## config.mk

```make
export PLATFORM = sky130hd
export DESIGN_NAME = hfd_top
export DESIGN_NICKNAME = d
export VERILOG_FILES = /design/src/hfd_pkg.sv /design/src/hfd_filt_if.sv /design/src/hfd_top.sv /design/src/hfd_filter.sv
export SDC_FILE = /design/constraint.sdc
export NUM_CORES = 1
export LEC_CHECK = 0
export BUFFER_PORTS_ARGS = -buffer_cell sky130_fd_sc_hd__buf_2
export CORE_UTILIZATION = 60
export DETAILED_ROUTE_END_ITERATION = 8
export PLACE_DENSITY = 0.81
export SYNTH_ARGS = -nofsm -noshare
export SYNTH_HDL_FRONTEND = slang
export SYNTH_SLANG_ARGS = --single-unit
```

## constraint.sdc

```tcl
create_clock -name clk_sys -period 9.45 [get_ports clk_sys]
set_input_delay 1.89 -clock clk_sys [delete_from_list [all_inputs] [get_ports clk_sys]]
set_output_delay 1.89 -clock clk_sys [all_outputs]
set_load 0.1 [all_outputs]
```

## src/hfd_pkg.sv

```systemverilog
// Package: register map, field positions and codes of the Hall front end
`default_nettype none
package hfd_pkg;
    // ************************************************************
    // Register byte offsets
    // ************************************************************
    localparam int unsigned AW = 8;
    localparam logic [7:0] OFS_CTRL = 8'h00;
    localparam logic [7:0] OFS_SOFT = 8'h04;
    localparam logic [7:0] OFS_EDGE = 8'h08;
    localparam logic [7:0] OFS_FCNT = 8'h0C;
    localparam logic [7:0] OFS_FMODE = 8'h10;
    localparam logic [7:0] OFS_STAT = 8'h14;
    localparam logic [7:0] OFS_TBL = 8'h20;
    localparam int unsigned TBL_N = 12;
    localparam logic [3:0] TBL_BWD = 4'h6;
    // ************************************************************
    // Field positions and reset values
    // ************************************************************
    localparam int B_DEC_EN = 0;
    localparam int B_DIR = 1;
    localparam int B_BRAKE = 2;
    localparam int B_IMODE = 3;
    localparam int B_ANGLE = 4;
    localparam int B_DLY = 5;
    localparam int B_TSEL = 6;
    localparam int B_HSEL = 6;
    localparam int B_FEN = 3;
    localparam logic [7:0] RST_CTRL = 8'h10;
    localparam logic [31:0] RD_ZERO = 32'h0000_0000;
    // ************************************************************
    // Codes
    // ************************************************************
    localparam logic [1:0] EDGE_OFF = 2'h0;
    localparam logic [1:0] EDGE_RISE = 2'h1;
    localparam logic [1:0] EDGE_FALL = 2'h2;
    localparam logic [1:0] EDGE_BOTH = 2'h3;
    localparam logic [2:0] RATE_UNUSED = 3'h7;
    localparam logic [5:0] DRV_BRAKE = 6'h15;
    localparam logic [5:0] DRV_OFF = 6'h00;
endpackage : hfd_pkg
`default_nettype wire

```

## src/hfd_filt_if.sv

```systemverilog
// Interface: configuration and data between core and noise filter
`timescale 1ns/1ns
`default_nettype none
interface hfd_filt_if;
    logic [2:0] raw;
    logic en;
    logic [2:0] rate;
    logic [4:0] chk;
    logic [2:0] filt;
    modport ctl (output raw, en, rate, chk, input filt);
    modport flt (input raw, en, rate, chk, output filt);
endinterface : hfd_filt_if
`default_nettype wire

```

## src/hfd_top.sv

```systemverilog
// Module: Hall filter, delay path and commutation decoder with APB registers
//
// The implementer's own choices: the register addresses and the APB register port.
`timescale 1ns/1ns
`default_nettype none
module hfd_top #(
    parameter int PRE_W = 7
) (
    input wire logic clk_sys,
    input wire logic rst_n,
    input wire logic ce,
    input wire logic [hfd_pkg::AW-1:0] paddr,
    input wire logic psel,
    input wire logic penable,
    input wire logic pwrite,
    input wire logic [31:0] pwdata,
    output logic [31:0] prdata,
    output logic pready,
    output logic pslverr,
    input wire logic [2:0] sensor_pin,
    input wire logic [2:0] comparator_out,
    input wire logic [2:0] timer_cmpa_match,
    output logic [2:0] timer_run_bit,
    output logic [2:0] timer_hw_own,
    output logic [5:0] commutation_entry,
    output logic [2:0] edge_irq,
    output logic [2:0] filtered_sensor
);
    import hfd_pkg::*;

    logic rst_s1_r;
    logic rst_s_r;
    logic [2:0] pin_s1_r;
    logic [2:0] pin_s2_r;
    logic [2:0] cmp_s1_r;
    logic [2:0] cmp_s2_r;
    logic [7:0] decoder_control_reg_r;
    logic [2:0] soft_hall_reg_r;
    logic [6:0] source_edge_reg_r;
    logic [4:0] filter_count_reg_r;
    logic [3:0] filter_mode_reg_r;
    logic [5:0] tbl_r [TBL_N];
    logic [31:0] prdata_r;
    logic pready_r;
    logic pslverr_r;
    logic [2:0] fprev_r;
    logic [2:0] delay_buffer_first_r;
    logic [2:0] delay_buffer_second_r;
    logic [2:0] tmr_run_r;
    logic [2:0] tmr_own_r;
    logic [5:0] drv_r;
    logic [2:0] irq_r;
    logic [2:0] filt;
    logic [2:0] hall_dly;
    logic [2:0] dec_in;
    logic [3:0] dec_res;
    logic [3:0] entry;
    logic [5:0] sel_entry;
    logic [31:0] rd_data;
    logic rd_err;
    logic wr_go;
    logic dly_on;
    logic [1:0] tsel;

    hfd_filt_if fif ();

    // ************************************************************
    // Helpers
    // ************************************************************
    function automatic logic [2:0] tmr_onehot(input logic [1:0] s);
        tmr_onehot = (s == 2'h3) ? 3'h0 : 3'(3'h1 << s);
    endfunction : tmr_onehot

    function automatic logic edge_hit(input logic [1:0] m, input logic p, input logic c);
        edge_hit = ((m == EDGE_RISE) && !p && c)
            || ((m == EDGE_FALL) && p && !c)
            || ((m == EDGE_BOTH) && (p != c));
    endfunction : edge_hit

    // Returns {valid, index}; code is {A, B, C}
    function automatic logic [3:0] hall_index(input logic [2:0] c, input logic a120);
        hall_index = 4'h0;
        unique case (c)
            3'h4: hall_index = 4'h8;
            3'h6: hall_index = 4'h9;
            3'h7: hall_index = a120 ? 4'h0 : 4'hA;
            3'h2: hall_index = a120 ? 4'hA : 4'h0;
            3'h3: hall_index = 4'hB;
            3'h1: hall_index = 4'hC;
            3'h0: hall_index = a120 ? 4'h0 : 4'hD;
            3'h5: hall_index = a120 ? 4'hD : 4'h0;
        endcase
    endfunction : hall_index

    // ************************************************************
    // Reset release and input synchronisers
    // ************************************************************
    always_ff @(posedge clk_sys or negedge rst_n) begin
        if (!rst_n) begin
            rst_s1_r <= 1'b0;
            rst_s_r <= 1'b0;
        end else begin
            rst_s1_r <= 1'b1;
            rst_s_r <= rst_s1_r;
        end
    end

    always_ff @(posedge clk_sys or negedge rst_s_r) begin
        if (!rst_s_r) begin
            pin_s1_r <= '0;
            pin_s2_r <= '0;
            cmp_s1_r <= '0;
            cmp_s2_r <= '0;
        end else if (ce) begin
            pin_s1_r <= sensor_pin;
            pin_s2_r <= pin_s1_r;
            cmp_s1_r <= comparator_out;
            cmp_s2_r <= cmp_s1_r;
        end
    end

    // ************************************************************
    // Noise filter
    // ************************************************************
    assign fif.raw = source_edge_reg_r[B_HSEL] ? cmp_s2_r : pin_s2_r;
    assign fif.en = filter_mode_reg_r[B_FEN];
    assign fif.rate = filter_mode_reg_r[2:0];
    assign fif.chk = filter_count_reg_r;
    assign filt = fif.filt;

    hfd_filter #(.PRE_W(PRE_W)) hfd_filter_inst (
        .clk_sys(clk_sys),
        .rst_n(rst_s_r),
        .ce(ce),
        .f(fif.flt)
    );

    // ************************************************************
    // APB slave
    // ************************************************************
    always_comb begin
        rd_data = RD_ZERO;
        rd_err = 1'b0;
        if (paddr[1:0] != 2'h0) begin
            rd_err = 1'b1;
        end else if (paddr == OFS_CTRL) begin
            rd_data[7:0] = decoder_control_reg_r;
        end else if (paddr == OFS_SOFT) begin
            rd_data[2:0] = soft_hall_reg_r;
        end else if (paddr == OFS_EDGE) begin
            rd_data[6:0] = source_edge_reg_r;
        end else if (paddr == OFS_FCNT) begin
            rd_data[4:0] = filter_count_reg_r;
        end else if (paddr == OFS_FMODE) begin
            rd_data[3:0] = filter_mode_reg_r;
        end else if (paddr == OFS_STAT) begin
            rd_data[5:0] = {hall_dly, filt};
        end else if ((paddr >= OFS_TBL) && (paddr[7:2] < OFS_TBL[7:2] + 6'(TBL_N))) begin
            rd_data[5:0] = tbl_r[4'(paddr[7:2] - OFS_TBL[7:2])];
        end else begin
            rd_err = 1'b1;
        end
    end

    assign wr_go = psel && penable && pready_r && pwrite && !pslverr_r;

    always_ff @(posedge clk_sys or negedge rst_s_r) begin
        if (!rst_s_r) begin
            pready_r <= 1'b0;
            pslverr_r <= 1'b0;
            prdata_r <= RD_ZERO;
        end else if (ce) begin
            pready_r <= psel && !penable && !pready_r;
            if (psel && !penable) begin
                pslverr_r <= rd_err;
                prdata_r <= pwrite ? RD_ZERO : rd_data;
            end
        end
    end

    always_ff @(posedge clk_sys or negedge rst_s_r) begin
        if (!rst_s_r) begin
            decoder_control_reg_r <= RST_CTRL;
            soft_hall_reg_r <= '0;
            source_edge_reg_r <= '0;
            filter_count_reg_r <= '0;
            filter_mode_reg_r <= '0;
            for (int i = 0; i < TBL_N; i++) tbl_r[i] <= DRV_OFF;
        end else if (ce && wr_go) begin
            if (paddr == OFS_CTRL) decoder_control_reg_r <= pwdata[7:0];
            if (paddr == OFS_SOFT) soft_hall_reg_r <= pwdata[2:0];
            if (paddr == OFS_EDGE) source_edge_reg_r <= pwdata[6:0];
            if (paddr == OFS_FCNT) filter_count_reg_r <= pwdata[4:0];
            if (paddr == OFS_FMODE) filter_mode_reg_r <= pwdata[3:0];
            for (int i = 0; i < TBL_N; i++) begin
                if (paddr[7:2] == OFS_TBL[7:2] + 6'(i)) tbl_r[i] <= pwdata[5:0];
            end
        end
    end

    // ************************************************************
    // Delay path
    // ************************************************************
    assign dly_on = decoder_control_reg_r[B_DLY];
    assign tsel = decoder_control_reg_r[B_TSEL+:2];

    always_ff @(posedge clk_sys or negedge rst_s_r) begin
        if (!rst_s_r) begin
            fprev_r <= '0;
            delay_buffer_first_r <= '0;
            delay_buffer_second_r <= '0;
            tmr_run_r <= '0;
            tmr_own_r <= '0;
        end else if (ce) begin
            fprev_r <= filt;
            if (!dly_on) begin
                delay_buffer_first_r <= '0;
                delay_buffer_second_r <= '0;
                tmr_run_r <= '0;
                tmr_own_r <= '0;
            end else begin
                tmr_own_r <= tmr_onehot(tsel);
                if (filt != fprev_r) begin
                    delay_buffer_first_r <= filt;
                    tmr_run_r <= tmr_onehot(tsel);
                end else if (|(tmr_run_r & timer_cmpa_match)) begin
                    delay_buffer_second_r <= delay_buffer_first_r;
                    tmr_run_r <= '0;
                end
            end
        end
    end

    assign hall_dly = dly_on ? delay_buffer_second_r : filt;

    // ************************************************************
    // Edge events
    // ************************************************************
    always_ff @(posedge clk_sys or negedge rst_s_r) begin
        if (!rst_s_r) begin
            irq_r <= '0;
        end else if (ce) begin
            for (int i = 0; i < 3; i++) begin
                irq_r[i] <= edge_hit(source_edge_reg_r[2*i+:2], fprev_r[i], filt[i]);
            end
        end
    end

    // ************************************************************
    // Commutation decoder
    // ************************************************************
    assign dec_in = decoder_control_reg_r[B_IMODE] ? hall_dly : soft_hall_reg_r;
    assign dec_res = hall_index({dec_in[0], dec_in[1], dec_in[2]}, decoder_control_reg_r[B_ANGLE]);
    assign entry = {1'b0, dec_res[2:0]} + (decoder_control_reg_r[B_DIR] ? TBL_BWD : 4'h0);
    assign sel_entry = tbl_r[entry];

    always_ff @(posedge clk_sys or negedge rst_s_r) begin
        if (!rst_s_r) begin
            drv_r <= DRV_OFF;
        end else if (ce) begin
            if (decoder_control_reg_r[B_BRAKE]) begin
                drv_r <= DRV_BRAKE;
            end else if (!dec_res[3]) begin
                drv_r <= DRV_OFF;
            end else if (!decoder_control_reg_r[B_DEC_EN]) begin
                drv_r <= DRV_OFF;
            end else begin
                drv_r <= sel_entry;
            end
        end
    end

    assign prdata = prdata_r;
    assign pready = pready_r;
    assign pslverr = pslverr_r;
    assign timer_run_bit = tmr_run_r;
    assign timer_hw_own = tmr_own_r;
    assign commutation_entry = drv_r;
    assign edge_irq = irq_r;
    assign filtered_sensor = filt;
endmodule : hfd_top
`default_nettype wire

```

## src/hfd_filter.sv

```systemverilog
// Module: sampling noise filter for the three Hall channels
`timescale 1ns/1ns
`default_nettype none
module hfd_filter #(
    parameter int PRE_W = 7
) (
    input wire logic clk_sys,
    input wire logic rst_n,
    input wire logic ce,
    hfd_filt_if.flt f
);
    import hfd_pkg::*;

    logic [PRE_W-1:0] pre_r;
    logic [4:0] cnt_r [3];
    logic [2:0] out_r;
    logic tick;

    if (PRE_W < 7) begin : g_chk
        $error("PRE_W too small for divide by 128");
    end

    function automatic logic [PRE_W-1:0] div_last(input logic [2:0] s);
        logic [2:0] e;
        e = (s == RATE_UNUSED) ? 3'h6 : s;
        div_last = PRE_W'((32'h0000_0002 << e) - 32'h0000_0001);
    endfunction : div_last

    // ************************************************************
    // Sample rate prescaler
    // ************************************************************
    assign tick = (pre_r >= div_last(f.rate));

    always_ff @(posedge clk_sys or negedge rst_n) begin
        if (!rst_n) begin
            pre_r <= '0;
        end else if (ce) begin
            pre_r <= tick ? '0 : pre_r + 1'b1;
        end
    end

    // ************************************************************
    // Per channel check counters
    // ************************************************************
    always_ff @(posedge clk_sys or negedge rst_n) begin
        if (!rst_n) begin
            out_r <= '0;
            for (int i = 0; i < 3; i++) cnt_r[i] <= '0;
        end else if (ce) begin
            for (int i = 0; i < 3; i++) begin
                if (!f.en) begin
                    out_r[i] <= f.raw[i];
                    cnt_r[i] <= '0;
                end else if (tick) begin
                    if (f.raw[i] == out_r[i]) begin
                        cnt_r[i] <= '0;
                    end else if (cnt_r[i] >= f.chk) begin
                        out_r[i] <= f.raw[i];
                        cnt_r[i] <= '0;
                    end else begin
                        cnt_r[i] <= cnt_r[i] + 5'h01;
                    end
                end
            end
        end
    end

    assign f.filt = out_r;
endmodule : hfd_filter
`default_nettype wire

```

After elaboration in Yosys (flattened, before gate mapping)
Cells that the tools add are included.
{"block": "totals", "regBits": 196, "inputBits": 55, "out_inout_bits": 52, "elab_cells": 256}
{"block": "op_classes", "add_sub_neg": 7, "n_lt_le_gt_ge": 8, "eq_ne": 53, "shifts": 2, "mux": 76, "bitwise_logic": 3, "reduce_logical": 67}
{"operator": "2-to-1 mux 5 bit", "count": 13}
{"operator": "2-to-1 mux 6 bit", "count": 10}
{"operator": "binary-select mux 6 bit (select 4 bit)", "count": 2}
{"operator": "== test 6 x 4 -> 1 bit, second input constant", "count": 8}
{"operator": "2-to-1 mux 3 bit", "count": 16}
{"operator": "AND reduction 2 bit", "count": 21}
{"operator": "case mux 4 bit (8 select lines)", "count": 1}
{"operator": "== test 6 x 5 -> 1 bit, second input constant", "count": 4}
{"operator": "2-to-1 mux 4 bit", "count": 6}
{"operator": "logical AND 1 bit", "count": 23}
{"operator": "2-to-1 mux 1 bit", "count": 23}
{"operator": "== test 8 x 4 -> 1 bit, second input constant", "count": 2}
{"operator": "== test 8 x 5 -> 1 bit, second input constant", "count": 2}
{"operator": "2-to-1 mux 8 bit", "count": 2}
{"operator": "adder 5 x 1 -> 5 bit, second input constant", "count": 3}
{"operator": "== test 3 bit, second input constant", "count": 5}
{"operator": ">= comparator 5 bit", "count": 3}
{"operator": "== test 2 bit, second input constant", "count": 7}
{"operator": "2-to-1 mux 7 bit", "count": 2}
{"operator": "!= test 2 x 1 -> 1 bit, second input constant", "count": 6}
{"operator": "AND reduction 4 bit", "count": 3}
{"operator": ">= comparator 5 bit, second input constant", "count": 2}
{"operator": "inverter 4 -> 5 bit", "count": 2}
{"operator": "logical NOT 1 bit", "count": 9}
{"operator": "26 further kinds", "count": 41}

Logic depth before layout (Yosys ltp)
Gate-level depths: netlist of the first run.
{"block": "depth", "ltp_word": 14, "depth_mapped": 14, "mapped_depth_nobuf": 13}

Modules after synthesis
From an unflattened synthesis of the first run, not the netlist that was laid out.
{"block": "hier_totals", "hier_cells": 905, "area_unflattened_um2": 9988.3}
{"module": "hfd_top", "n_inst": 1, "cells_per_inst": 718, "area_per_inst_um2": 8230.4, "seq_area_each_um2": 3679.8}
{"module": "hfd_filter", "n_inst": 1, "cells_per_inst": 187, "area_per_inst_um2": 1757.9, "seq_area_each_um2": 625.6}

Worst setup path before layout of the first run
OpenSTA, ideal clock, no wires.
{"block": "synth_timing", "path_type": "input port to flip-flop", "from": "input port paddr[2] in the netlist's numbering", "to": "register prdata_r[2], in the netlist prdata[2]", "setup_ns": 0.122, "arrival_ns": 3.701, "t_required_ns": 9.328, "setup_slack_ns": 5.627, "stages": 8, "path_buffers": 2, "cell_sequence": "clkbuf_1 > buf_2 > mux4_2 > nor2_1 > a21oi_1 > a222oi_1 > o22ai_1 > a22o_1"}
{"block": "synth_via", "elab_chain_cells": 14, "word_cells_on_any_way": 23, "classes_between": "add/sub (1); order compare (2); eq/ne (5); mux (12); bitwise (1); reduce/logical (2)"}
{"item": "start: declaration", "line": "hfd_top.sv:12", "text": "input wire logic [hfd_pkg::AW-1:0] paddr,"}
{"item": "subtractor 4 bit", "line": "hfd_top.sv:159", "text": "rd_data[5:0] = tbl_r[4'(paddr[7:2] - OFS_TBL[7:2])];"}
{"item": "inverter 4 -> 5 bit (implied by the code)", "line": "hfd_top.sv:159"}
{"item": "binary-select mux 6 bit (select 4 bit)", "line": "hfd_top.sv:159"}
{"item": "2-to-1 mux 6 bit (implied by the code) (2 in a row)", "line": "hfd_top.sv:159"}
{"item": "2-to-1 mux 6 bit", "line": "hfd_top.sv:158", "text": "end else if ((paddr >= OFS_TBL) && (paddr[7:2] < OFS_TBL[7:2] + 6'(TBL_N))) begin"}
{"item": "2-to-1 mux 6 bit", "line": "hfd_top.sv:156", "text": "end else if (paddr == OFS_STAT) begin"}
{"item": "2-to-1 mux 4 bit", "line": "hfd_top.sv:154", "text": "end else if (paddr == OFS_FMODE) begin"}
{"item": "2-to-1 mux 5 bit", "line": "hfd_top.sv:152", "text": "end else if (paddr == OFS_FCNT) begin"}
{"item": "2-to-1 mux 6 bit", "line": "hfd_top.sv:150", "text": "end else if (paddr == OFS_EDGE) begin"}
{"item": "2-to-1 mux 3 bit", "line": "hfd_top.sv:148", "text": "end else if (paddr == OFS_SOFT) begin"}
{"item": "2-to-1 mux 7 bit (*)", "line": "hfd_top.sv:146", "text": "end else if (paddr == OFS_CTRL) begin"}
{"item": "2-to-1 mux 8 bit (*)", "line": "hfd_top.sv:144", "text": "if (paddr[1:0] != 2'h0) begin"}
{"item": "2-to-1 mux 8 bit (*)", "line": "hfd_top.sv:176", "text": "prdata_r <= pwrite ? RD_ZERO : rd_data;"}
{"item": "end signal: assignment", "line": "hfd_top.sv:176"}
{"item": "end: declaration", "line": "hfd_top.sv:43", "text": "logic [31:0] prdata_r;"}
Mark *: on every way between the ends. The rest lies on a longest branch, timed or not. The select of a mux whose other input is x is not followed.
A chain may end at the register's enable or synchronous reset.

Worst setup path in the final report of the first run
{"block": "layout_timing", "from": "input port ce", "to": "register tbl_r[43] in the netlist's numbering"}
{"block": "layout_via", "elab_chain_cells": 2}
{"item": "start: declaration", "line": "hfd_top.sv:11", "text": "input wire logic ce,"}
{"item": "logical AND 1 bit", "line": "hfd_top.sv:189", "text": "end else if (ce && wr_go) begin"}
{"item": "AND reduction 2 bit (no line)"}
{"item": "end signal: indexed assignment", "line": "hfd_top.sv:196", "text": "if (paddr[7:2] == OFS_TBL[7:2] + 6'(i)) tbl_r[i] <= pwdata[5:0];"}
{"item": "end: declaration", "line": "hfd_top.sv:42", "text": "logic [5:0] tbl_r [TBL_N];"}
Every way passes these cells.

==> results of run 1 <==
-- cells in the final DEF, fill, tap and decap left out, types with 11 or more instances in the layout --
cell type,n
a21o_1,15
a21oi_1,26
a22oi_1,12
buf_2,58
clkbuf_16,17
conb_1,25
dfrtp_1,170
ha_1,26
inv_1,22
mux2_2,122
mux2i_1,61
mux4_2,19
nand2_1,85
nand2b_1,11
nand3_1,38
nand3b_1,12
nor2_1,48
o21ai_0,40
-- cell usage after synthesis, types with 3 or more instances --
cell type,instances,area (µm²)
and3_1,3,18.8
xnor2_1,6,52.6
nand3b_1,12,90.1
buf_4,26,195
ha_1,26,325
nand3_1,38,190
dfrtp_1,171,4280
a21boi_0,4,30.0
o21ai_1,5,25.0
a21o_1,15,113
mux4_2,19,428
clkbuf_1,31,116
o221ai_1,3,26.3
o21ai_0,40,200
nor2b_1,7,43.8
a21oi_1,26,130
mux2_1,4,45.0
nand2b_1,11,68.8
and2_1,5,31.3
buf_1,7,26.3
nor3_1,10,50.1
buf_6,3,33.8
a22oi_1,12,90.1
o22ai_1,6,37.5
a22o_1,5,43.8
mux2i_1,61,611
o211ai_1,6,45.0
a211oi_1,6,45.0
nor2_1,48,180
a31oi_1,10,62.6
nand4_1,4,25.0
buf_2,5,25.0
a2bb2oi_1,3,26.3
o31ai_1,3,22.5
nand2_1,85,319
or4_1,6,45.0
mux2_2,122,1370
inv_1,22,82.6
-- critical path: stages --
cell     delay, ns
buf_2         0.08
buf_4         0.52
nand2_1       0.28
nor2_1        0.41
nand4_1       0.32
nor3_1        0.73
mux2_2        0.41
-- cell type report --
cell class,instances,share of cell area [%]
repair buffers,64,3.08
well taps,216,2.49
flip-flops and latches,172,39.6
clock buffers,17,3.91
multi-input cells,677,48.6
clock inverters,15,1.48
diodes,1,0.0230
inverters,22,0.759
-- through the flow --
stage | cell area [µm²] | utilization, %
floorplan | 10100 | -
global placement | 10300 | 64.1
detailed placement | 10300 | 64.1
CTS | 10900 | 67.7
global route | 10900 | 67.7
finish | 10900 | 67.7
-- power breakdown --
part           switching [W]  internal [W]  leakage [nW]  total (W)
logic               0.000271      0.000126          2.60   0.000397
registers          0.0000301      0.000758          2.31   0.000788
clock network       0.000323      0.000372         0.280   0.000695
total               0.000624       0.00126          5.20    0.00188
-- sequential cells by signal (all words and copies together), names as in the netlist, 5 cells and up --
signal and count:
source_edge_reg_r 7, fif.chk 5, hfd_filter_inst.cnt_r 15, commutation_entry 6, prdata 8, tbl_r 72
decoder_control_reg_r 8, hfd_filter_inst.pre_r 7
-- layer usage --
layer | GRT usage [%] | vias to the layer above | wire length [µm]
li1 | - | 3396 | -
met1 | 40.5 | 3760 | 10500
met2 | 45.5 | 352 | 11400
met3 | 5.98 | 37 | 1660
met4 | 9.67 | 0 | 487
met5 | 0 | - | 0
-- path summary, 6_finish.rpt --
path / cells past startpoint / start / end / slack (ns)
worst max-delay path: 7 / ce / tbl_r[43]$_DFFE_PN0P_ / 5.13
worst min-delay path: 0 / rst_s_r$_DFF_PN0_ / timer_hw_own[0]$_DFFE_PN0P_ / 0.29
worst max register to register: 13 / decoder_control_reg_r[5]$_DFFE_PN0P_ / commutation_entry[0]$_DFFE_PN0P_ / 5.33
worst min register to register: 0 / rst_s_r$_DFF_PN0_ / timer_hw_own[0]$_DFFE_PN0P_ / 0.29
max in group asynchronous: 1 / rst_s_r$_DFF_PN0_ / tbl_r[65]$_DFFE_PN0P_ / 7.81
min in group clk_sys: 0 / rst_s1_r$_DFF_PN0_ / rst_s_r$_DFF_PN0_ / 0.36
-- kinds of logic (layout without fill, tap and decap cells) --
group / count (synthesis) / in the layout / share of synthesized area, %
simple gates: 242 / 242 / 11.7
mux: 207 / 207 / 24.8
flops: 172 / 172 / 43.0
compound gates: 167 / 167 / 11.0
buf+inv: 95 / 118 / 4.94
fa+ha+maj: 27 / 27 / 3.45
xor+xnor: 9 / 9 / 0.976
other cells: 2 / 26 / 0.0751
==> metrics.txt, run 1 <==
total grt overflow 0; Avg Cell Area, Syn 10.9 µm²; Die Wd 131 µm; post-synthesis sequential area ratio 43.0%; die area 17200 µm²; post-synthesis cell area 10000 µm²; routed len/inst 20.3 µm; I/O Buffers 58; CP endpoint kind flip-flop; crit path max fanout 57; Yosys cell types 70; Clock transition at path regs 0.07 ns; Synth-to-Final Area Change 8.73%; max-slew violations 0; Max-Cap Viols 0; Post-synth EDFFs 0; Worst setup SP type input port; Total GRT Usage 29.1%; CTS resizes 0; gp weighted congestion 0.891; warning count from the yosys run 0; pre-CTS setup slack 4.72 ns; Setup CP Type input port to flip-flop; leakage 5.20 nW; WL final 24000 µm; Max Clk Rate 232 MHz; crit share post-route 45.7%; crit path time final 4.32 ns; CTS Hold Bufs 0; first-pass GRT wire length 38900 µm; Synth Flop Type dfrtp_1; Hold Slack 0.295 ns; CTS Root Cell clkbuf_16; via/cell ratio 6.37; Hold/Removal Path Class flip-flop to asynchronous set/reset pin; largest net degree at the start of global routing 78; FF+latch count, synth 172; initial DRC count 666; Register Area 4310 µm²; Vias 7545; crit path DAT 4.65 ns; layout filler cell count 1209; DP HPWL 16300 µm; Pwr Density 173 nW/µm²; drt pass-1 iters 5; area occupied by multi-input gates 5290 µm²; final setup fails 0; Clk Latency, worst-skew pair 0.44 ns; clock buffer depth 2; DR DRC count 0; H-tree depth 4; placement row count 46; share of cells above drive strength 1 25.6%; Inst Count DP 1151; Power Total 0.00188 W; vias in the first global route 7312; Core Footprint 16100 µm²; setup TNS 0 ns; ys async rst share 100%; Fin. Hold Viols 0; RSZ-0062 raised after global routing no; post-CTS setup buffer count 0; Worst-Margin Slew 1.18 ns; fin cells 1184; initial antenna violation count 1; Antenna Nets Post-Route 0; Post-Syn Instances 921; peak supply drop 0.135 mV; Clock Skews 0.0103 ns; normalized max-slew margin 20.9%; TritonCTS clock tree built; Initial Util 62.3%; Die Y-Extent 131 µm; Nets 1036; TritonCTS Buffers 17; status finished, final reports clean; WP data required 9.78 ns; fin worst setup slack 5.13 ns; clock sinks 172; # IOs 107
Note: power is estimated with default switching activity, not from simulation.
==> run 2, diff against run 1 <==
--- a/config.mk
+++ b/config.mk
@@ -6,9 +6,9 @@
 export NUM_CORES = 1
 export LEC_CHECK = 0
 export BUFFER_PORTS_ARGS = -buffer_cell sky130_fd_sc_hd__buf_2
-export CORE_UTILIZATION = 60
+export CORE_UTILIZATION = 54
 export DETAILED_ROUTE_END_ITERATION = 8
-export PLACE_DENSITY = 0.81
+export PLACE_DENSITY = 0.77
 export SYNTH_ARGS = -nofsm -noshare
 export SYNTH_HDL_FRONTEND = slang
 export SYNTH_SLANG_ARGS = --single-unit
==> constraint.sdc (replaced) <==
create_clock -name clk_sys -period 3.65 [get_ports clk_sys]
set_input_delay 0.73 -clock clk_sys [delete_from_list [all_inputs] [get_ports clk_sys]]
set_output_delay 0.73 -clock clk_sys [all_outputs]
set_load 0.1 [all_outputs]
==> run 2 against run 1 <==
The flow now finishes with violations (DRC). Wire length is 0.53% higher. Die area is 11% higher. Clock skew is 0.0019 ns higher. Total power grew to 2.7 times the previous value. Core utilization is 6.6 points lower. Setup slack worse by 4.9 ns. First-iteration DRC count is 20% higher. Final area is 1.6% higher. Global-route usage is 2.7 points lower. Sequential power grew to 2.6 times the previous value. Sequential share of layout area is 0.61 points lower.
==> metrics.txt, run 2 (synthesized netlist as in run 1, its figures left out) <==
status finished, violations left; failing checks DRC; combinational share of power 21.9% (+0.8 points); max-slew violations 0 (unchanged); Hold/Removal Path Class input port to asynchronous set/reset pin; area occupied by multi-input gates 5290 µm² (unchanged); Synth-to-Final Area Change 10.5%; initial DRC count 799 (+20%); setup TNS 0 ns (unchanged); Initial Util 55.3% (-7.0 points); Worst setup SP type flip-flop; launch point of the worst path decoder_control_reg_r[5]$_DFFE_PN0P_; Crit path max-delay family simple AND/OR/NAND/NOR gates; Max-Cap Viols 0 (unchanged); WP data required 3.96 ns (-5.82 ns); RSZ-0062 raised after global routing no; Sw Share 31.6% (-1.6 points); Hold Slack 0.0652 ns (-0.230 ns); Clock transition at path regs 0.07 ns (about the same); Nets 1052 (+1.5%); DR DRC count 22 (+22); largest net degree at the start of global routing 171 (+120%); share of cells above drive strength 1 26.7% (+1.0 points); switching power 0.00157 W (+150%); Max Clk Rate 289 MHz; Setup CP Type flip-flop to flip-flop; I/O Buffers 58 (unchanged); CP cell instances buf_4 -> mux2i_1 -> o21a_1 -> a21oi_1 -> ha_1 -> nor2_1 -> a22oi_1 -> and4_1 -> a211oi_1 -> a31oi_1; Die Y-Extent 138 µm (+5.3%); clock share of power 37.8% (+0.8 points); crit share post-route 94.8%; TritonCTS Buffers 17 (unchanged); routed len/inst 19.9 µm (-1.8%); Biggest register tbl_r; crit path time final 3.46 ns; Clk Latency, worst-skew pair 0.44 ns (about the same); total grt overflow 0 (unchanged); first-pass GRT wire length 39100 µm (+0.51%); leakage 5.30 nW (+1.9%); largest registers tbl_r: 72 flops, hfd_filter_inst.cnt_r: 15 flops; Clock Skews 0.0122 ns (+0.00194 ns); Die Wd 138 µm (+5.3%); via/cell ratio 6.27 (-1.7%); Finished Core Util 61.1% (-6.6 points); Worst-Margin Slew 0.912 ns (-0.266 ns); Final Cell Area 11000 µm² (+1.6%); Seq pwr share 40.4% (-1.5 points); TritonCTS clock tree built; Core Footprint 18100 µm² (+13%); final setup fails 0 (unchanged); crit path max fanout 13 (-77%); Fin. Hold Viols 0 (unchanged); Vias 7594 (+0.65%); drt pass-1 iters 7 (+2); placement row count 49 (+6.5%); Total GRT Usage 26.4% (-2.7 points); vias in the first global route 7200 (-1.5%); clock sinks 172 (unchanged); Register Area 4310 µm² (about the same); slowest stage delay, CP 0.64 ns (-0.09 ns); placed cell area 10400 µm² (+1.6%); Pwr Density 451 nW/µm² (+160%); most common cell after layout, fill and taps aside dfrtp_1; gp weighted congestion 0.917 (+2.9%); CTS Hold Bufs 0 (unchanged); post-CTS setup buffer count 0 (unchanged); WL final 24200 µm (+0.53%); cell internal pwr 0.00341 W (+170%); layout filler cell count 1494 (+24%); commonest non-fill, non-tap cells in the layout 169 x dfrtp_1, 122 x mux2_2, 85 x nand2_1, 61 x mux2i_1, 58 x buf_2; DP HPWL 16500 µm (+1.0%); CP endpoint kind flip-flop; CTS resizes 0 (unchanged); initial antenna violation count 0 (-1); clock buffer depth 2 (unchanged); peak supply drop 0.385 mV (+180%); max reg flops 72 (unchanged); normalized max-slew margin 39.2% (+18 points); Slowest cell on crit path nor2_1; Antenna Nets Post-Route 0 (unchanged); CP bufs+invs 1 (-1); H-tree depth 4 (unchanged); crit path DAT 3.76 ns (-0.89 ns); worst reg2reg startpoint decoder_control_reg_r[5]$_DFFE_PN0P_; CTS Root Cell clkbuf_16; die area 19100 µm² (+11%); ANT cells 0 (-1); # IOs 107 (unchanged)
[run 2: changes by cell type in the layout (fill, tap and decap cells not counted), sizes merged]
cell and delta:
buf +16, clkbuf +3, bufinv +2, clkinv -2, clkinvlp -2, diode -1
inv -1
[run 2: final cells by class]
class	count	area share, %
Tap cell	229	2.59
Timing Repair Buffer	80	4.35
Clock buffer	20	3.95
Sequential cell	172	39.0
Multi-Input combinational cell	677	47.9
Clock inverter	12	1.47
Inverter	22	0.747
[run 2: path summary, 6_finish.rpt]
kind                                                         end  slack (ns)  cells after the start
max in group asynchronous                     pready$_DFFE_PN0P_        2.50                      1
min in group clk_sys                           rst_s_r$_DFF_PN0_        0.36                      0
worst max-delay path            commutation_entry[1]$_DFFE_PN0P_        0.19                     10
worst min-delay path                           rst_s_r$_DFF_PN0_        0.07                      1
worst min register to register                 rst_s_r$_DFF_PN0_        0.36                      0
worst max register to register  commutation_entry[1]$_DFFE_PN0P_        0.19                     10
[run 2: routing by layer]
layer	track usage, %	part of all wire, %	routed length [µm]	vias up
met5	0	0	0	-
met4	7.33	1.7	417	0
met1	37.6	45	10900	3804
met3	5.61	7.5	1830	35
li1	-	-	-	3431
met2	40.9	46	11000	324
[run 2: power by group through the flow]
stage	clock, W	combinational, W	sequential [W]
after floorplan	0	0.000757	0.00215
after global placement	0	0.00107	0.00204
after detailed placement	0	0.00108	0.00205
after CTS	0.00190	0.00108	0.00201
after global routing	0.00199	0.00117	0.00202
final	0.00188	0.00109	0.00201
[run 2: through the flow]
stage | cells | power, W | worst slack (ns)
final | 1212 | 0.00499 | 0.191
after global routing | 1212 | 0.00518 | 0.0214
after global placement | 1180 | 0.00311 | 0.439
after CTS | 1212 | 0.00500 | 0.316
after floorplan | 944 | 0.00290 | 0.127
after detailed placement | 1180 | 0.00313 | 0.394
